$ cat src/common/usc_defines.svh
// Constants of the serial status and interrupt-control block: offsets, field positions, reset values, timing.
// Assumes a 40 MHz system clock and a byte-wide register port with a 3-bit address.
`ifndef USC_DEFINES_SVH
`define USC_DEFINES_SVH
`define USC_ADDR_W 3
`define USC_OFS_ICTRL 3'h0
`define USC_OFS_TXHOLD 3'h1
`define USC_OFS_RXHOLD 3'h2
`define USC_OFS_STATUS 3'h3
`define USC_ICTRL_RESET 8'h01
`define USC_CTL_TXE 0
`define USC_CTL_RXF 1
`define USC_CTL_CTSCHG 2
`define USC_CTL_CTSLVL 3
`define USC_CTL_EN_LSB 4
`define USC_ST_ERR 0
`define USC_ST_FRAME 1
`define USC_ST_OVR 2
`define USC_ST_XMIP 3
`define USC_CLK_NS 25
`define USC_BIT_NS 8680
`define USC_BIT_CYC ((`USC_BIT_NS) / (`USC_CLK_NS))
`define USC_FRAME_LAST 4'h9
`define USC_DATA_LAST 3'h7
`endif

$ cat src/common/usc_pkg.sv
// Types of the serial status and interrupt-control block: state enums and the state structs of each module.
// Assumes nothing beyond the defines header for widths.
package usc_pkg;
	typedef enum logic {TX_IDLE, TX_SHIFT} usc_tx_state_type;
	typedef enum logic [1:0] {RX_IDLE, RX_START, RX_DATA, RX_STOP} usc_rx_state_type;
	typedef struct packed {
		usc_tx_state_type st;
		logic [9:0] shift;
		logic [3:0] bitIdx;
		logic [15:0] cyc;
		logic line;
	} usc_tx_type;
	typedef struct packed {
		usc_rx_state_type st;
		logic [7:0] data;
		logic [2:0] bitIdx;
		logic [15:0] cyc;
		logic done;
		logic frameErr;
	} usc_rx_type;
	typedef struct packed {
		logic [7:0] rdata;
		logic [3:0] irqEn;
		logic txEmpty;
		logic rxFull;
		logic ctsChange;
		logic ctsPrev;
		logic errSum;
		logic frameErr;
		logic overrun;
		logic [7:0] txHold;
		logic [7:0] rxHold;
		logic txLoad;
	} usc_core_type;
endpackage

$ cat src/common/usc_shift_if.sv
// Link between the control core and its transmit and receive shifters.
// Assumes all three modules share one clock.
`timescale 1ns/1ps
`default_nettype none
interface usc_shift_if;
	logic txLoad;
	logic [7:0] txData;
	logic txBusy;
	logic rxDone;
	logic [7:0] rxData;
	logic rxFrameErr;
	modport ctl(output txLoad, output txData, input txBusy, input rxDone, input rxData, input rxFrameErr);
	modport txs(input txLoad, input txData, output txBusy);
	modport rxs(output rxDone, output rxData, output rxFrameErr);
endinterface
`default_nettype wire

$ cat src/hdl/usc_rx_shift.sv
// Receive shifter: finds a start bit, samples each bit at its centre, checks the stop bit.
// Assumes rxd is already synchronous to clk.
`timescale 1ns/1ps
`default_nettype none
`include "usc_defines.svh"
module usc_rx_shift (
	// Clock and control
	input wire logic clk,
	input wire logic rst_n,
	input wire logic ce,
	// Serial line
	input wire logic rxd,
	// Core link
	usc_shift_if.rxs link
);
	usc_pkg::usc_rx_type s_q;
	usc_pkg::usc_rx_type s_d;

	// Bit timing and sampling; done is a one-cycle pulse
	always_comb
	begin
		s_d = s_q;
		s_d.done = 1'b0;
		s_d.cyc = s_q.cyc + 16'h0001;
		unique case (s_q.st)
			usc_pkg::RX_IDLE:
			begin
				s_d.cyc = 16'h0000;
				if (!rxd)
					s_d.st = usc_pkg::RX_START;
			end
			usc_pkg::RX_START:
				if (s_q.cyc == 16'(`USC_BIT_CYC / 2 - 1))
				begin
					s_d.cyc = 16'h0000;
					s_d.bitIdx = 3'h0;
					s_d.st = rxd ? usc_pkg::RX_IDLE : usc_pkg::RX_DATA; // Glitch rejected
				end
			usc_pkg::RX_DATA:
				if (s_q.cyc == 16'(`USC_BIT_CYC - 1))
				begin
					s_d.cyc = 16'h0000;
					s_d.data = {rxd, s_q.data[7:1]};
					s_d.bitIdx = s_q.bitIdx + 3'h1;
					if (s_q.bitIdx == `USC_DATA_LAST)
						s_d.st = usc_pkg::RX_STOP;
				end
			usc_pkg::RX_STOP:
				if (s_q.cyc == 16'(`USC_BIT_CYC - 1))
				begin
					s_d.done = 1'b1;
					s_d.frameErr = ~rxd;
					s_d.st = usc_pkg::RX_IDLE;
				end
		endcase
	end

	// State register
	always_ff @(posedge clk)
	begin
		if (!rst_n)
			s_q <= '{st: usc_pkg::RX_IDLE, data: 8'h00, bitIdx: 3'h0, cyc: 16'h0000, done: 1'b0, frameErr: 1'b0};
		else if (ce)
			s_q <= s_d;
	end

	assign link.rxDone = s_q.done;
	assign link.rxData = s_q.data;
	assign link.rxFrameErr = s_q.frameErr;
endmodule
`default_nettype wire

$ cat src/hdl/usc_top.sv
// Serial port status and interrupt control: interrupt control register, holding registers,
// clear-to-send sampling, receive error summary and one level interrupt request.
// Assumes a byte-wide register port on clk, with read data valid only in the cycle after a read.
//
// Function
// Transmit-in-progress is high while a frame shifts out, low after its stop bit.
// Reset loads the interrupt control register with 01h: only transmit-empty set.
// Control register bits 3..0 are read-only flags, bits 7..4 writable enables.
// Transmit-empty sets when the holding byte moves into the shift register.
// A software write to the transmit holding register clears transmit-empty.
// Receive-full sets when a received frame lands in the receive holding register.
// A software read of the receive holding register clears receive-full.
// Clear-to-send change flag sets on any input change; control register read clears it.
// Clear-to-send level bit reads one while the active-low input is low.
// Flow-control enable gates an interrupt from the clear-to-send change flag.
// Transmit enable gates an interrupt from transmit-empty.
// Receive enable gates an interrupt from receive-full.
// Receive-error enable gates an interrupt from the receive-error summary bit.
// One interrupt output stays high while any enabled condition is pending.
`timescale 1ns/1ps
`default_nettype none
`include "usc_defines.svh"
module usc_top (
	// Clock, reset, enable
	input wire logic clk,
	input wire logic rst_n,
	input wire logic ce,
	// Register port
	input wire logic [`USC_ADDR_W-1:0] regAddr,
	input wire logic [7:0] regWdata,
	input wire logic regWr,
	input wire logic regRd,
	output logic [7:0] regRdata,
	// Serial pins
	output logic txd,
	input wire logic rxd,
	input wire logic ctsN,
	// Status
	output logic txInProgress,
	output logic irq
);
	usc_pkg::usc_core_type s_q;
	usc_pkg::usc_core_type s_d;
	usc_shift_if link();

	logic wrTxHold;
	logic rdCtl;
	logic rdRxHold;
	logic rdStatus;
	logic txMove;
	logic ctsLevel;
	logic [7:0] ctlValue;
	logic [7:0] statusValue;
	logic [3:0] irqSource;
	logic [3:0] irqPending;

	// Transmit shifter
	usc_tx_shift txShift (
		.clk(clk),
		.rst_n(rst_n),
		.ce(ce),
		.link(link.txs),
		.txd(txd)
	);

	// Receive shifter
	usc_rx_shift rxShift (
		.clk(clk),
		.rst_n(rst_n),
		.ce(ce),
		.rxd(rxd),
		.link(link.rxs)
	);

	// Register strobes decoded from the plain port
	assign wrTxHold = regWr && (regAddr == `USC_OFS_TXHOLD);
	assign rdCtl = regRd && (regAddr == `USC_OFS_ICTRL);
	assign rdRxHold = regRd && (regAddr == `USC_OFS_RXHOLD);
	assign rdStatus = regRd && (regAddr == `USC_OFS_STATUS);

	// A byte moves only when the shifter is idle and no load is already in flight
	assign txMove = !s_q.txEmpty && !link.txBusy && !s_q.txLoad;

	// Level bit reflects the active-low pin inverted
	assign ctsLevel = ~s_q.ctsPrev;

	// Load is held one cycle so the shifter sees a registered strobe
	assign link.txLoad = s_q.txLoad;
	assign link.txData = s_q.txHold;

	// Busy also covers the cycle in which the load travels to the shifter
	assign txInProgress = link.txBusy || s_q.txLoad;

	// Control register image: flags low, enables high
	always_comb
	begin
		ctlValue = 8'h00;
		ctlValue[`USC_CTL_TXE] = s_q.txEmpty;
		ctlValue[`USC_CTL_RXF] = s_q.rxFull;
		ctlValue[`USC_CTL_CTSCHG] = s_q.ctsChange;
		ctlValue[`USC_CTL_CTSLVL] = ctsLevel;
		ctlValue[7:`USC_CTL_EN_LSB] = s_q.irqEn;
	end

	// Status register image; upper bits read as zero
	always_comb
	begin
		statusValue = 8'h00;
		statusValue[`USC_ST_ERR] = s_q.errSum;
		statusValue[`USC_ST_FRAME] = s_q.frameErr;
		statusValue[`USC_ST_OVR] = s_q.overrun;
		statusValue[`USC_ST_XMIP] = txInProgress;
	end

	// Interrupt sources in enable-bit order: flow, transmit, receive, receive error
	assign irqSource[0] = s_q.ctsChange;
	assign irqSource[1] = s_q.txEmpty;
	assign irqSource[2] = s_q.rxFull;
	assign irqSource[3] = s_q.errSum;

	// Each source gated by its own enable
	genvar gi;
	generate
		for (gi = 0; gi < 4; gi++)
		begin : gateIrq
			assign irqPending[gi] = irqSource[gi] && s_q.irqEn[gi];
		end
	endgenerate

	// Level request, so a flag left pending keeps the line up until software services it
	assign irq = |irqPending;

	// Core next-state logic
	always_comb
	begin
		s_d = s_q;
		s_d.txLoad = 1'b0;
		s_d.rdata = 8'h00;

		// Read data path; unmapped addresses answer zero
		if (regRd)
		begin
			unique case (regAddr)
				`USC_OFS_ICTRL: s_d.rdata = ctlValue;
				`USC_OFS_TXHOLD: s_d.rdata = s_q.txHold;
				`USC_OFS_RXHOLD: s_d.rdata = s_q.rxHold;
				`USC_OFS_STATUS: s_d.rdata = statusValue;
				default: s_d.rdata = 8'h00;
			endcase
		end

		// Only the enable field of the control register is writable
		if (regWr && (regAddr == `USC_OFS_ICTRL))
			s_d.irqEn = regWdata[7:`USC_CTL_EN_LSB];

		// Transmit side: move the held byte, then a later write reloads it
		if (txMove)
		begin
			s_d.txLoad = 1'b1;
			s_d.txEmpty = 1'b1;
		end
		// A write in the move cycle lands just as the shifter takes the holding register,
		// so that byte is the one sent and empty stays set; otherwise it would go out twice
		if (wrTxHold)
		begin
			s_d.txHold = regWdata;
			s_d.txEmpty = txMove;
		end

		// Receive side: reading the holding register clears full
		if (rdRxHold)
			s_d.rxFull = 1'b0;
		// Reading the status register clears the error bits
		if (rdStatus)
		begin
			s_d.errSum = 1'b0;
			s_d.frameErr = 1'b0;
			s_d.overrun = 1'b0;
		end
		// A frame landing in the same cycle as a clearing read wins
		if (link.rxDone)
		begin
			s_d.rxHold = link.rxData;
			s_d.rxFull = 1'b1;
			if (s_q.rxFull && !rdRxHold)
			begin
				s_d.overrun = 1'b1;
				s_d.errSum = 1'b1;
			end
			if (link.rxFrameErr)
			begin
				s_d.frameErr = 1'b1;
				s_d.errSum = 1'b1;
			end
		end

		// Clear-to-send tracking; a change seen during a clearing read is kept
		s_d.ctsPrev = ctsN;
		if (rdCtl)
			s_d.ctsChange = 1'b0;
		if (ctsN != s_q.ctsPrev)
			s_d.ctsChange = 1'b1;
	end

	// State register; clock enable freezes everything, reset does not wait for it
	always_ff @(posedge clk)
	begin
		if (!rst_n)
		begin
			s_q <= '0;
			s_q.irqEn <= 4'(`USC_ICTRL_RESET >> `USC_CTL_EN_LSB);
			s_q.txEmpty <= 1'(`USC_ICTRL_RESET >> `USC_CTL_TXE);
			s_q.ctsPrev <= 1'b1;
		end
		else if (ce)
			s_q <= s_d;
	end

	// Read data comes straight from its register
	assign regRdata = s_q.rdata;
endmodule
`default_nettype wire

$ cat src/hdl/usc_tx_shift.sv
// Transmit shifter: one start bit, eight data bits LSB first, one stop bit.
// Assumes a load only arrives while idle; a load during a frame is ignored.
`timescale 1ns/1ps
`default_nettype none
`include "usc_defines.svh"
module usc_tx_shift (
	// Clock and control
	input wire logic clk,
	input wire logic rst_n,
	input wire logic ce,
	// Core link
	usc_shift_if.txs link,
	// Serial line
	output logic txd
);
	usc_pkg::usc_tx_type s_q;
	usc_pkg::usc_tx_type s_d;

	// Frame sequencing; busy covers the full stop bit
	always_comb
	begin
		s_d = s_q;
		if (s_q.st == usc_pkg::TX_IDLE)
		begin
			if (link.txLoad)
			begin
				s_d.shift = {1'b1, link.txData, 1'b0};
				s_d.bitIdx = 4'h0;
				s_d.cyc = 16'h0000;
				s_d.line = 1'b0;
				s_d.st = usc_pkg::TX_SHIFT;
			end
		end
		else if (s_q.cyc == 16'(`USC_BIT_CYC - 1))
		begin
			s_d.cyc = 16'h0000;
			if (s_q.bitIdx == `USC_FRAME_LAST)
			begin
				s_d.line = 1'b1;
				s_d.st = usc_pkg::TX_IDLE;
			end
			else
			begin
				s_d.bitIdx = s_q.bitIdx + 4'h1;
				s_d.shift = {1'b1, s_q.shift[9:1]};
				s_d.line = s_q.shift[1];
			end
		end
		else
			s_d.cyc = s_q.cyc + 16'h0001;
	end

	// State register; line idles high
	always_ff @(posedge clk)
	begin
		if (!rst_n)
			s_q <= '{st: usc_pkg::TX_IDLE, shift: 10'h3FF, bitIdx: 4'h0, cyc: 16'h0000, line: 1'b1};
		else if (ce)
			s_q <= s_d;
	end

	assign link.txBusy = (s_q.st == usc_pkg::TX_SHIFT);
	assign txd = s_q.line;
endmodule
`default_nettype wire

$ cat config.mk
export PLATFORM = sky130hd
export DESIGN_NAME = usc_top
export DESIGN_NICKNAME = d
export VERILOG_FILES = /design/src/common/usc_pkg.sv /design/src/common/usc_shift_if.sv /design/src/hdl/usc_rx_shift.sv /design/src/hdl/usc_top.sv /design/src/hdl/usc_tx_shift.sv
export VERILOG_INCLUDE_DIRS = /design/src /design/src/common
export SDC_FILE = /design/constraint.sdc
export NUM_CORES = 1
export LEC_CHECK = 0
export BUFFER_PORTS_ARGS = -buffer_cell sky130_fd_sc_hd__buf_4
export CAP_MARGIN = 25
export CORE_MARGIN = 2
export CORE_UTILIZATION = 49
export CTS_CLUSTER_SIZE = 28
export DETAILED_ROUTE_END_ITERATION = 7
export HOLD_SLACK_MARGIN = 0.05
export PLACE_DENSITY = 0.66
export RECOVER_POWER = 50
export SYNTH_ARGS = -nofsm -noshare
export SYNTH_HDL_FRONTEND = slang
export SYNTH_HIERARCHICAL = 1
export SYNTH_SLANG_ARGS = --single-unit
$ cat constraint.sdc
create_clock -name clk -period 3.7 [get_ports clk]
set_input_delay 0.555 -clock clk [delete_from_list [all_inputs] [get_ports clk]]
set_output_delay 0.555 -clock clk [all_outputs]
set_load 0.01 [all_outputs]
==> results of run 1 <==
logic make-up (layout without fill, tap and decap cells):
kind of cell / count (synthesis) / in the layout / share of synthesized area
multiplexers: 25 / 25 / 0.0503
flip-flops: 98 / 98 / 0.394
AND/OR/NAND/NOR: 207 / 207 / 0.242
AO/OA/AOI/OAI: 135 / 135 / 0.185
XOR/XNOR: 20 / 20 / 0.0352
adder cells (fa/ha/maj): 9 / 9 / 0.0226
buffers and inverters: 58 / 54 / 0.0707
registers in the layout, indices dropped and copies added, names as in the netlist:
name and cells:
txShift/link.txBusy 1, irqSource 1, rxShift/link.rxDone 1, link.txData 8, txShift/s_q 29, txShift/txd 1, link.txLoad 1, rxShift/link.rxData 8
regRdata 8, ctlValue 7, rxShift/s_q 21, rxShift/link.rxFrameErr 1, s_q 11
how the worst max path moves through the flow:
stage	from	to	slack [ns]	depth (start not counted)
after floorplan	txShift/s_q[1]	txShift/s_q[4]	2.06	8
after global placement	ce	txShift/s_q[25]	1.41	6
after detailed placement	rxShift/s_q[2]	rxShift/s_q[13]	1.31	6
after CTS	rxShift/s_q[2]	rxShift/s_q[16]	1.31	6
after global routing	rxShift/s_q[2]	rxShift/s_q[15]	1.11	6
final	rxShift/s_q[2]	rxShift/s_q[13]	1.27	6
per-stage QoR:
step	cells	cell area (sq um)	setup WS (ns)
global route	681	5210	1.11
floorplan	552	4970	2.06
finish	681	5210	1.27
detailed placement	665	5040	1.31
global placement	665	5040	1.41
CTS	681	5260	1.31
area by class of cell:
type                            instances  area, sq um  share of cell area
Inverter                               10         37.5             0.00720
Timing Repair Buffer                   28          173              0.0331
Tap cell                              133          166              0.0319
Sequential cell                        98         1960               0.376
Multi-Input combinational cell        396         2650               0.509
Clock buffer                           12          145              0.0279
Clock inverter                          4         75.1              0.0144
worst max-delay path, cell delays in order, from the launching register on:
cell	delay [ns]
dfxtp_1	0.36
inv_1	0.10
ha_1	0.15
and4b_1	0.26
nand4_1	0.43
o211ai_2	0.78
a22oi_1	0.19
routing by layer:
metal	global-route usage	up-vias	share of wire
met5	0	-	0
met4	0.0638	0	0.011
met3	0.0356	10	0.040
met2	0.305	71	0.47
met1	0.265	1817	0.48
li1	-	1955	-
layout by cell type (no fill, tap or decap), drive strengths merged, types with 10 or more instances in the layout:
| master | instances |
|---|---|
| a21boi | 15 |
| a21oi | 28 |
| a22oi | 11 |
| buf | 18 |
| clkbuf | 22 |
| dfxtp | 98 |
| inv | 10 |
| mux2i | 25 |
| nand2 | 50 |
| nand3 | 28 |
| nand4 | 12 |
| nor2 | 30 |
| nor2b | 23 |
| o21ai | 38 |
| xor2 | 15 |
power by group through the flow:
stage | Sequential, mW | Clock (mW) | Combinational [mW]
6_report | 1.07 | 0.769 | 0.101
2_1_floorplan | 1.09 | 0 | 0.0740
5_1_grt | 1.08 | 0.827 | 0.111
4_1_cts | 1.07 | 0.788 | 0.102
3_3_place_gp | 1.10 | 0 | 0.0991
3_5_place_dp | 1.10 | 0 | 0.101
==> reports/qor.txt, run 1 <==
Count of hold buffers inserted by post-cts repair: 0
Routability Congestion: 0.784
First-pass DRT Iterations: 5
Post-CTS Setup Repair Bufs: 0
Cts bufs inserted: 9
Worst voltage drop across the vdd grid: 0.201 mV
Maximum operating frequency: 0.412 GHz
Share of flip-flops with an asynchronous set or reset after synthesis: 0
Buffer cell driving the clock tree root: clkbuf_8
Buffers from clock root to sink, at most: 2
Final core utilization: 0.531
Cell type contributing the most total cell area after synthesis: dfxtp_1
Total of flip-flops plus latches after synthesis: 98
Worst slew pin tran: 0.794 ns
Die footprint: 11000 sq um
Psw: 0.438 mW
Number of failing hold endpoints at the final stage: 0
Critical register-to-register path endpoint: rxShift/s_q[13]
Outcome: finished, final reports clean
Clock period minus final worst setup slack: 2.43 ns
Worst-path clk slew: 0.09 ns
Number of cells on the worst reg-to-reg path: 6
Combined global-route utilization of all metal layers: 0.193
Final setup skew: 0.00801 ns
Insertion delay to the later sink of the worst-skew pair: 0.36 ns
WP data required: 3.91 ns
First-pass GRT wire length: 17600 um
Yosys warning total: 6
Number of fill cells in the layout: 918
Post-synthesis instance area: 4970 sq um
Hold Crit Depth: 3
Portion of total power attributed to combinational logic: 0.052
Final Cycle Share: 0.657
Register-to-register path setup slack: 1.27 ns
Post-Syn Instances: 552
H-tree depth: 3
Standard-cell row count: 36
EDFF count, synth: 0
Most used standard cell by instance count after synthesis: dfxtp_1
Count of pins over their slew limit: 0
Area share of the leading cell type in the synthesized netlist: 0.394
Peak fanout along the critical path: 16
Class of the most critical setup path: reg -> reg
Via density per instance: 5.66
Path category of the worst min-delay check: in -> reg
Switching share of power: 0.225
Top cells by area, synth: dfxtp_1 39%, mux2i_1 5.0%, nand2_1 3.7%
Sum of net half-perimeters after detailed placement: 7050 um
Initial antenna violation count: 0
Static power due to leakage: 1.86 nW
Starting density of the core: 0.506
Clock sink count: 98
Number of antenna diodes: 0
Floorplan core area: 9820 sq um
Most frequently used flop master after synthesis: dfxtp_1
Die span in x: 105 um
Residual DRC count: 0
Commonest cells post-synth: 98 x dfxtp_1, 49 x nand2_1, 30 x nor2_1, 28 x a21oi_1, 28 x o21ai_0
Part of the total power dissipated in sequential elements: 0.552
I/O pin count: 29
Post-DRT Antenna Nets: 0
Clock tree from TritonCTS: yes
Post-route worst hold slack: 0.443 ns
Height of the chip: 105 um
Setup TNS after final layout: 0 ns
Fraction of layout instances using a drive strength above 1: 0.0967
Final routed wire length divided by cell count: 15.2 um
Post-Synthesis Mean Instance Area: 9.01 sq um
Clock share of power: 0.396
GRT overflow: 0
Relative slew slack: 0.467
Number of DRC markers after the initial detailed-route iteration: 233
Count of final setup violators: 0
Sequential-to-total area share from yosys stat: 0.394
Input/output buffers: 28
Pin count of the biggest net entering global routing: 68
Post-synth net total: 579
Worst reg2reg path startpoint: rxShift/s_q[2]
Nets: 570
Total Power Consumption: 1.94 mW
PwrDens: 373 nW/um^2
Resized Gates After CTS: 0
Routed Wire Length: 10300 um
Number of max-cap violations: 0
Setup repair after global routing missed its margin: false
Layout overhead on the synthesized area: 4.78%
Count of cell types in the netlist: 67
Endpoint arrival time on the critical path: 2.64 ns
Cell Int Power: 1.51 mW
Routed via count: 3853
Kind of end point of the critical path: flop
Launch point of the worst hold path: ctsN
Worst setup SP type: flop
Via count of the first global-routing pass: 3663
Hold endpoint: s_q[20]
No activity file was read; power rests on OpenSTA's default activity.
==> run 2, diff against run 1 <==
--- a/config.mk
+++ b/config.mk
@@ -6,6 +6,7 @@
 export SDC_FILE = /design/constraint.sdc
 export NUM_CORES = 1
 export LEC_CHECK = 0
+export ABC_AREA = 1
 export BUFFER_PORTS_ARGS = -buffer_cell sky130_fd_sc_hd__buf_4
 export CAP_MARGIN = 25
 export CORE_MARGIN = 2
==> constraint.sdc (replaced) <==
create_clock -name clk -period 2.3 [get_ports clk]
set_input_delay 0.345 -clock clk [delete_from_list [all_inputs] [get_ports clk]]
set_output_delay 0.345 -clock clk [all_outputs]
set_load 0.01 [all_outputs]
==> run 2 against run 1 <==
Synthesized cell count rose by 36%. Sequential cell count did not move. Global-route usage rose by 1.8 points. Largest cell class unchanged.
==> reports/qor.txt, run 2 <==
Outcome: finished, final reports clean
Final setup skew: 0.0119 ns (+0.00387 ns)
Height of the chip: 107 um (+2.4%)
Starting density of the core: 0.506 (-0.000863)
Worst setup SP type: input port
Sum of net half-perimeters after detailed placement: 8350 um (+18%)
EDFF count, synth: 0 (unchanged)
Slowest CP cell: clkbuf_1
GRT overflow: 0 (unchanged)
Dominant cell type by count on the critical path: nor2_1
WP data required: 2.56 ns (-1.35 ns)
Most used standard cell by instance count after synthesis: nand2_1
Final Cycle Share: 0.842
Ordered cell list for the critical path: clkbuf_1 > o21ai_4 > inv_2 > nand3_1 > nor2_1 > xor2_1 > nor2_1
Sequential-to-total area share from yosys stat: 0.376 (-0.0186)
Via count of the first global-routing pass: 4400 (+20%)
Die footprint: 11500 sq um (+4.8%)
Standard-cell row count: 37 (+2.8%)
Path category of the worst min-delay check: in -> reg
Post-synth net total: 778 (+34%)
Top cells by area, synth: dfxtp_1 38%, nand2_1 13%, nor2_1 7.6%
Count of hold buffers inserted by post-cts repair: 0 (unchanged)
Number of flip-flops under the largest register name: 29 (unchanged)
Post-DRT Antenna Nets: 0 (unchanged)
Reg with most FFs: txShift/s_q
Fraction of layout instances using a drive strength above 1: 0.106 (+0.00958)
Number of DRC markers after the initial detailed-route iteration: 279 (+20%)
Routability Congestion: 0.860 (+9.6%)
Setup repair after global routing missed its margin: false
H-tree depth: 3 (unchanged)
Class of the most critical setup path: in -> reg
Post-synthesis instance area: 5220 sq um (+5.0%)
Peak fanout along the critical path: 17 (+1)
Combined global-route utilization of all metal layers: 0.210 (+0.0175)
Post-CTS Setup Repair Bufs: 0 (unchanged)
Final routed wire length divided by cell count: 12.7 um (-16%)
Insertion delay to the later sink of the worst-skew pair: 0.37 ns (about the same)
Most used cells in the layout excluding fill and tap cells: 182 x nand2_1, 105 x nor2_1, 98 x dfxtp_1
Area share of the leading cell type in the synthesized netlist: 0.376 (-0.0186)
Routed via count: 4599 (+19%)
Cts bufs inserted: 9 (unchanged)
Number of antenna diodes: 0 (unchanged)
Buffers from clock root to sink, at most: 2 (unchanged)
Routed Wire Length: 11400 um (+11%)
Setup TNS after final layout: 0 ns (unchanged)
First-pass DRT Iterations: 5 (unchanged)
PwrDens: 569 nW/um^2 (+53%)
Count of final setup violators: 0 (unchanged)
Die span in x: 107 um (+2.4%)
Share of flip-flops with an asynchronous set or reset after synthesis: 0 (unchanged)
Regs by FF count: txShift/s_q: 29 flops, rxShift/s_q: 21 flops, s_q: 11 flops
Clock period minus final worst setup slack: 1.94 ns
Most frequent standard cell in the layout excluding fill and tap cells: nand2_1
Worst voltage drop across the vdd grid: 0.329 mV (+63%)
Clock tree from TritonCTS: yes
Maximum operating frequency: 0.516 GHz
Kind of end point of the critical path: flop
Yosys warning total: 6 (unchanged)
Residual DRC count: 0 (unchanged)
Buffering stage count on the worst path with inverters included: 2 (+1)
Total of flip-flops plus latches after synthesis: 98 (unchanged)
Number of failing hold endpoints at the final stage: 0 (unchanged)
Worst slew pin tran: 1.09 ns (+0.298 ns)
Relative slew slack: 0.272 (-0.195)
Pin count of the biggest net entering global routing: 21 (-69%)
Number of max-cap violations: 0 (unchanged)
Largest delay contributor family on the critical path: buffers and inverters
Floorplan core area: 10300 sq um (+5.1%)
Post-Synthesis Mean Instance Area: 6.95 sq um (-23%)
Cell type contributing the most total cell area after synthesis: dfxtp_1
Nets: 784 (+38%)
Resized Gates After CTS: 0 (unchanged)
Static power due to leakage: 2.25 nW (+21%)
Layout overhead on the synthesized area: 4.79% (about the same)
Count of pins over their slew limit: 0 (unchanged)
I/O pin count: 29 (unchanged)
Post-Syn Instances: 751 (+36%)
Input/output buffers: 28 (unchanged)
Commonest cells post-synth: 179 x nand2_1, 105 x nor2_1, 98 x dfxtp_1, 71 x inv_1, 69 x nand3_1
Endpoint arrival time on the critical path: 2.20 ns (-0.44 ns)
Buffer cell driving the clock tree root: clkbuf_8
Via density per instance: 5.12 (-9.5%)
Clock sink count: 98 (unchanged)
Initial antenna violation count: 0 (unchanged)
First-pass GRT wire length: 19600 um (+12%)
Maximum single-stage delay on the critical path: 0.78 ns (about the same)
Count of cell types in the netlist: 36 (-46%)
Final core utilization: 0.530 (-0.000833)
Most frequently used flop master after synthesis: dfxtp_1
Worst-path clk slew: 0.10 ns (about the same)
run 2: cell count changes after synthesis, sizes merged, moves of 9 or more:
cell	previous run	this run
nand4	12	21
nor2b	23	0
mux2i	25	0
a22oi	11	0
and3	9	0
nand3	28	73
inv	10	78
a21oi	28	51
nand2	50	195
a21boi	15	0
nor2	30	120
run 2: layout make-up:
cell class                      instances  area [sq um]
Clock buffer                           11           151
Clock inverter                          5          38.8
Fill cell                            1027          4850
Inverter                               82           309
Multi-Input combinational cell        535          2650
Sequential cell                        98          1960
Tap cell                              136           170
Timing Repair Buffer                   31           191
run 2: per-stage QoR:
stage | total power, mW | hold slack [ns] | instance area, sq um | setup WS, ns | cells
CTS | 3.15 | 0.192 | 5530 | 0.430 | 898
detailed placement | 2.08 | 0.439 | 5340 | 0.591 | 882
floorplan | 2.01 | 0.420 | 5220 | 0.883 | 751
global route | 3.26 | 0.229 | 5470 | 0.231 | 898
global placement | 2.07 | 0.434 | 5340 | 0.637 | 882
finish | 3.11 | 0.209 | 5470 | 0.363 | 898
run 2: cell families after synthesis:
group / Yosys count / synth area share
AND/OR/NAND/NOR: 419 / 0.367
buffers and inverters: 118 / 0.113
flip-flops: 98 / 0.376
AO/OA/AOI/OAI: 87 / 0.0889
XOR/XNOR: 20 / 0.0336
adder cells (fa/ha/maj): 9 / 0.0216
run 2: per-layer routing:
layer | vias to the layer above | global-route usage | part of all wire | routed length [um]
met5 | - | 0 | 0 | 0
met4 | 0 | 0.0751 | 0.018 | 200
met3 | 14 | 0.0298 | 0.037 | 428
met2 | 105 | 0.348 | 0.46 | 5260
met1 | 2089 | 0.280 | 0.48 | 5540
li1 | 2391 | - | - | -
run 2: final timing paths:
| kind | startpoint | to | slack [ns] | cells past startpoint |
|---|---|---|---|---|
| worst max register to register | txShift/s_q[1] | txShift/s_q[19] | 0.44 | 9 |
| worst min-delay path | ctsN | s_q[20] | 0.21 | 3 |
| worst min register to register | txShift/s_q[30] | txShift/s_q[30] | 0.46 | 2 |
| worst max-delay path | ce | txShift/s_q[10] | 0.36 | 7 |
run 2: where the power goes:
group	switching (mW)	internal [mW]	total, mW
clock	0.617	0.456	1.07
combinational	0.197	0.0906	0.288
sequential	0.0260	1.72	1.75
run 2: worst min-delay path, cell delays in order:
cell     delay [ns]
buf_4          0.09
a21oi_1        0.05
o21ai_0        0.07
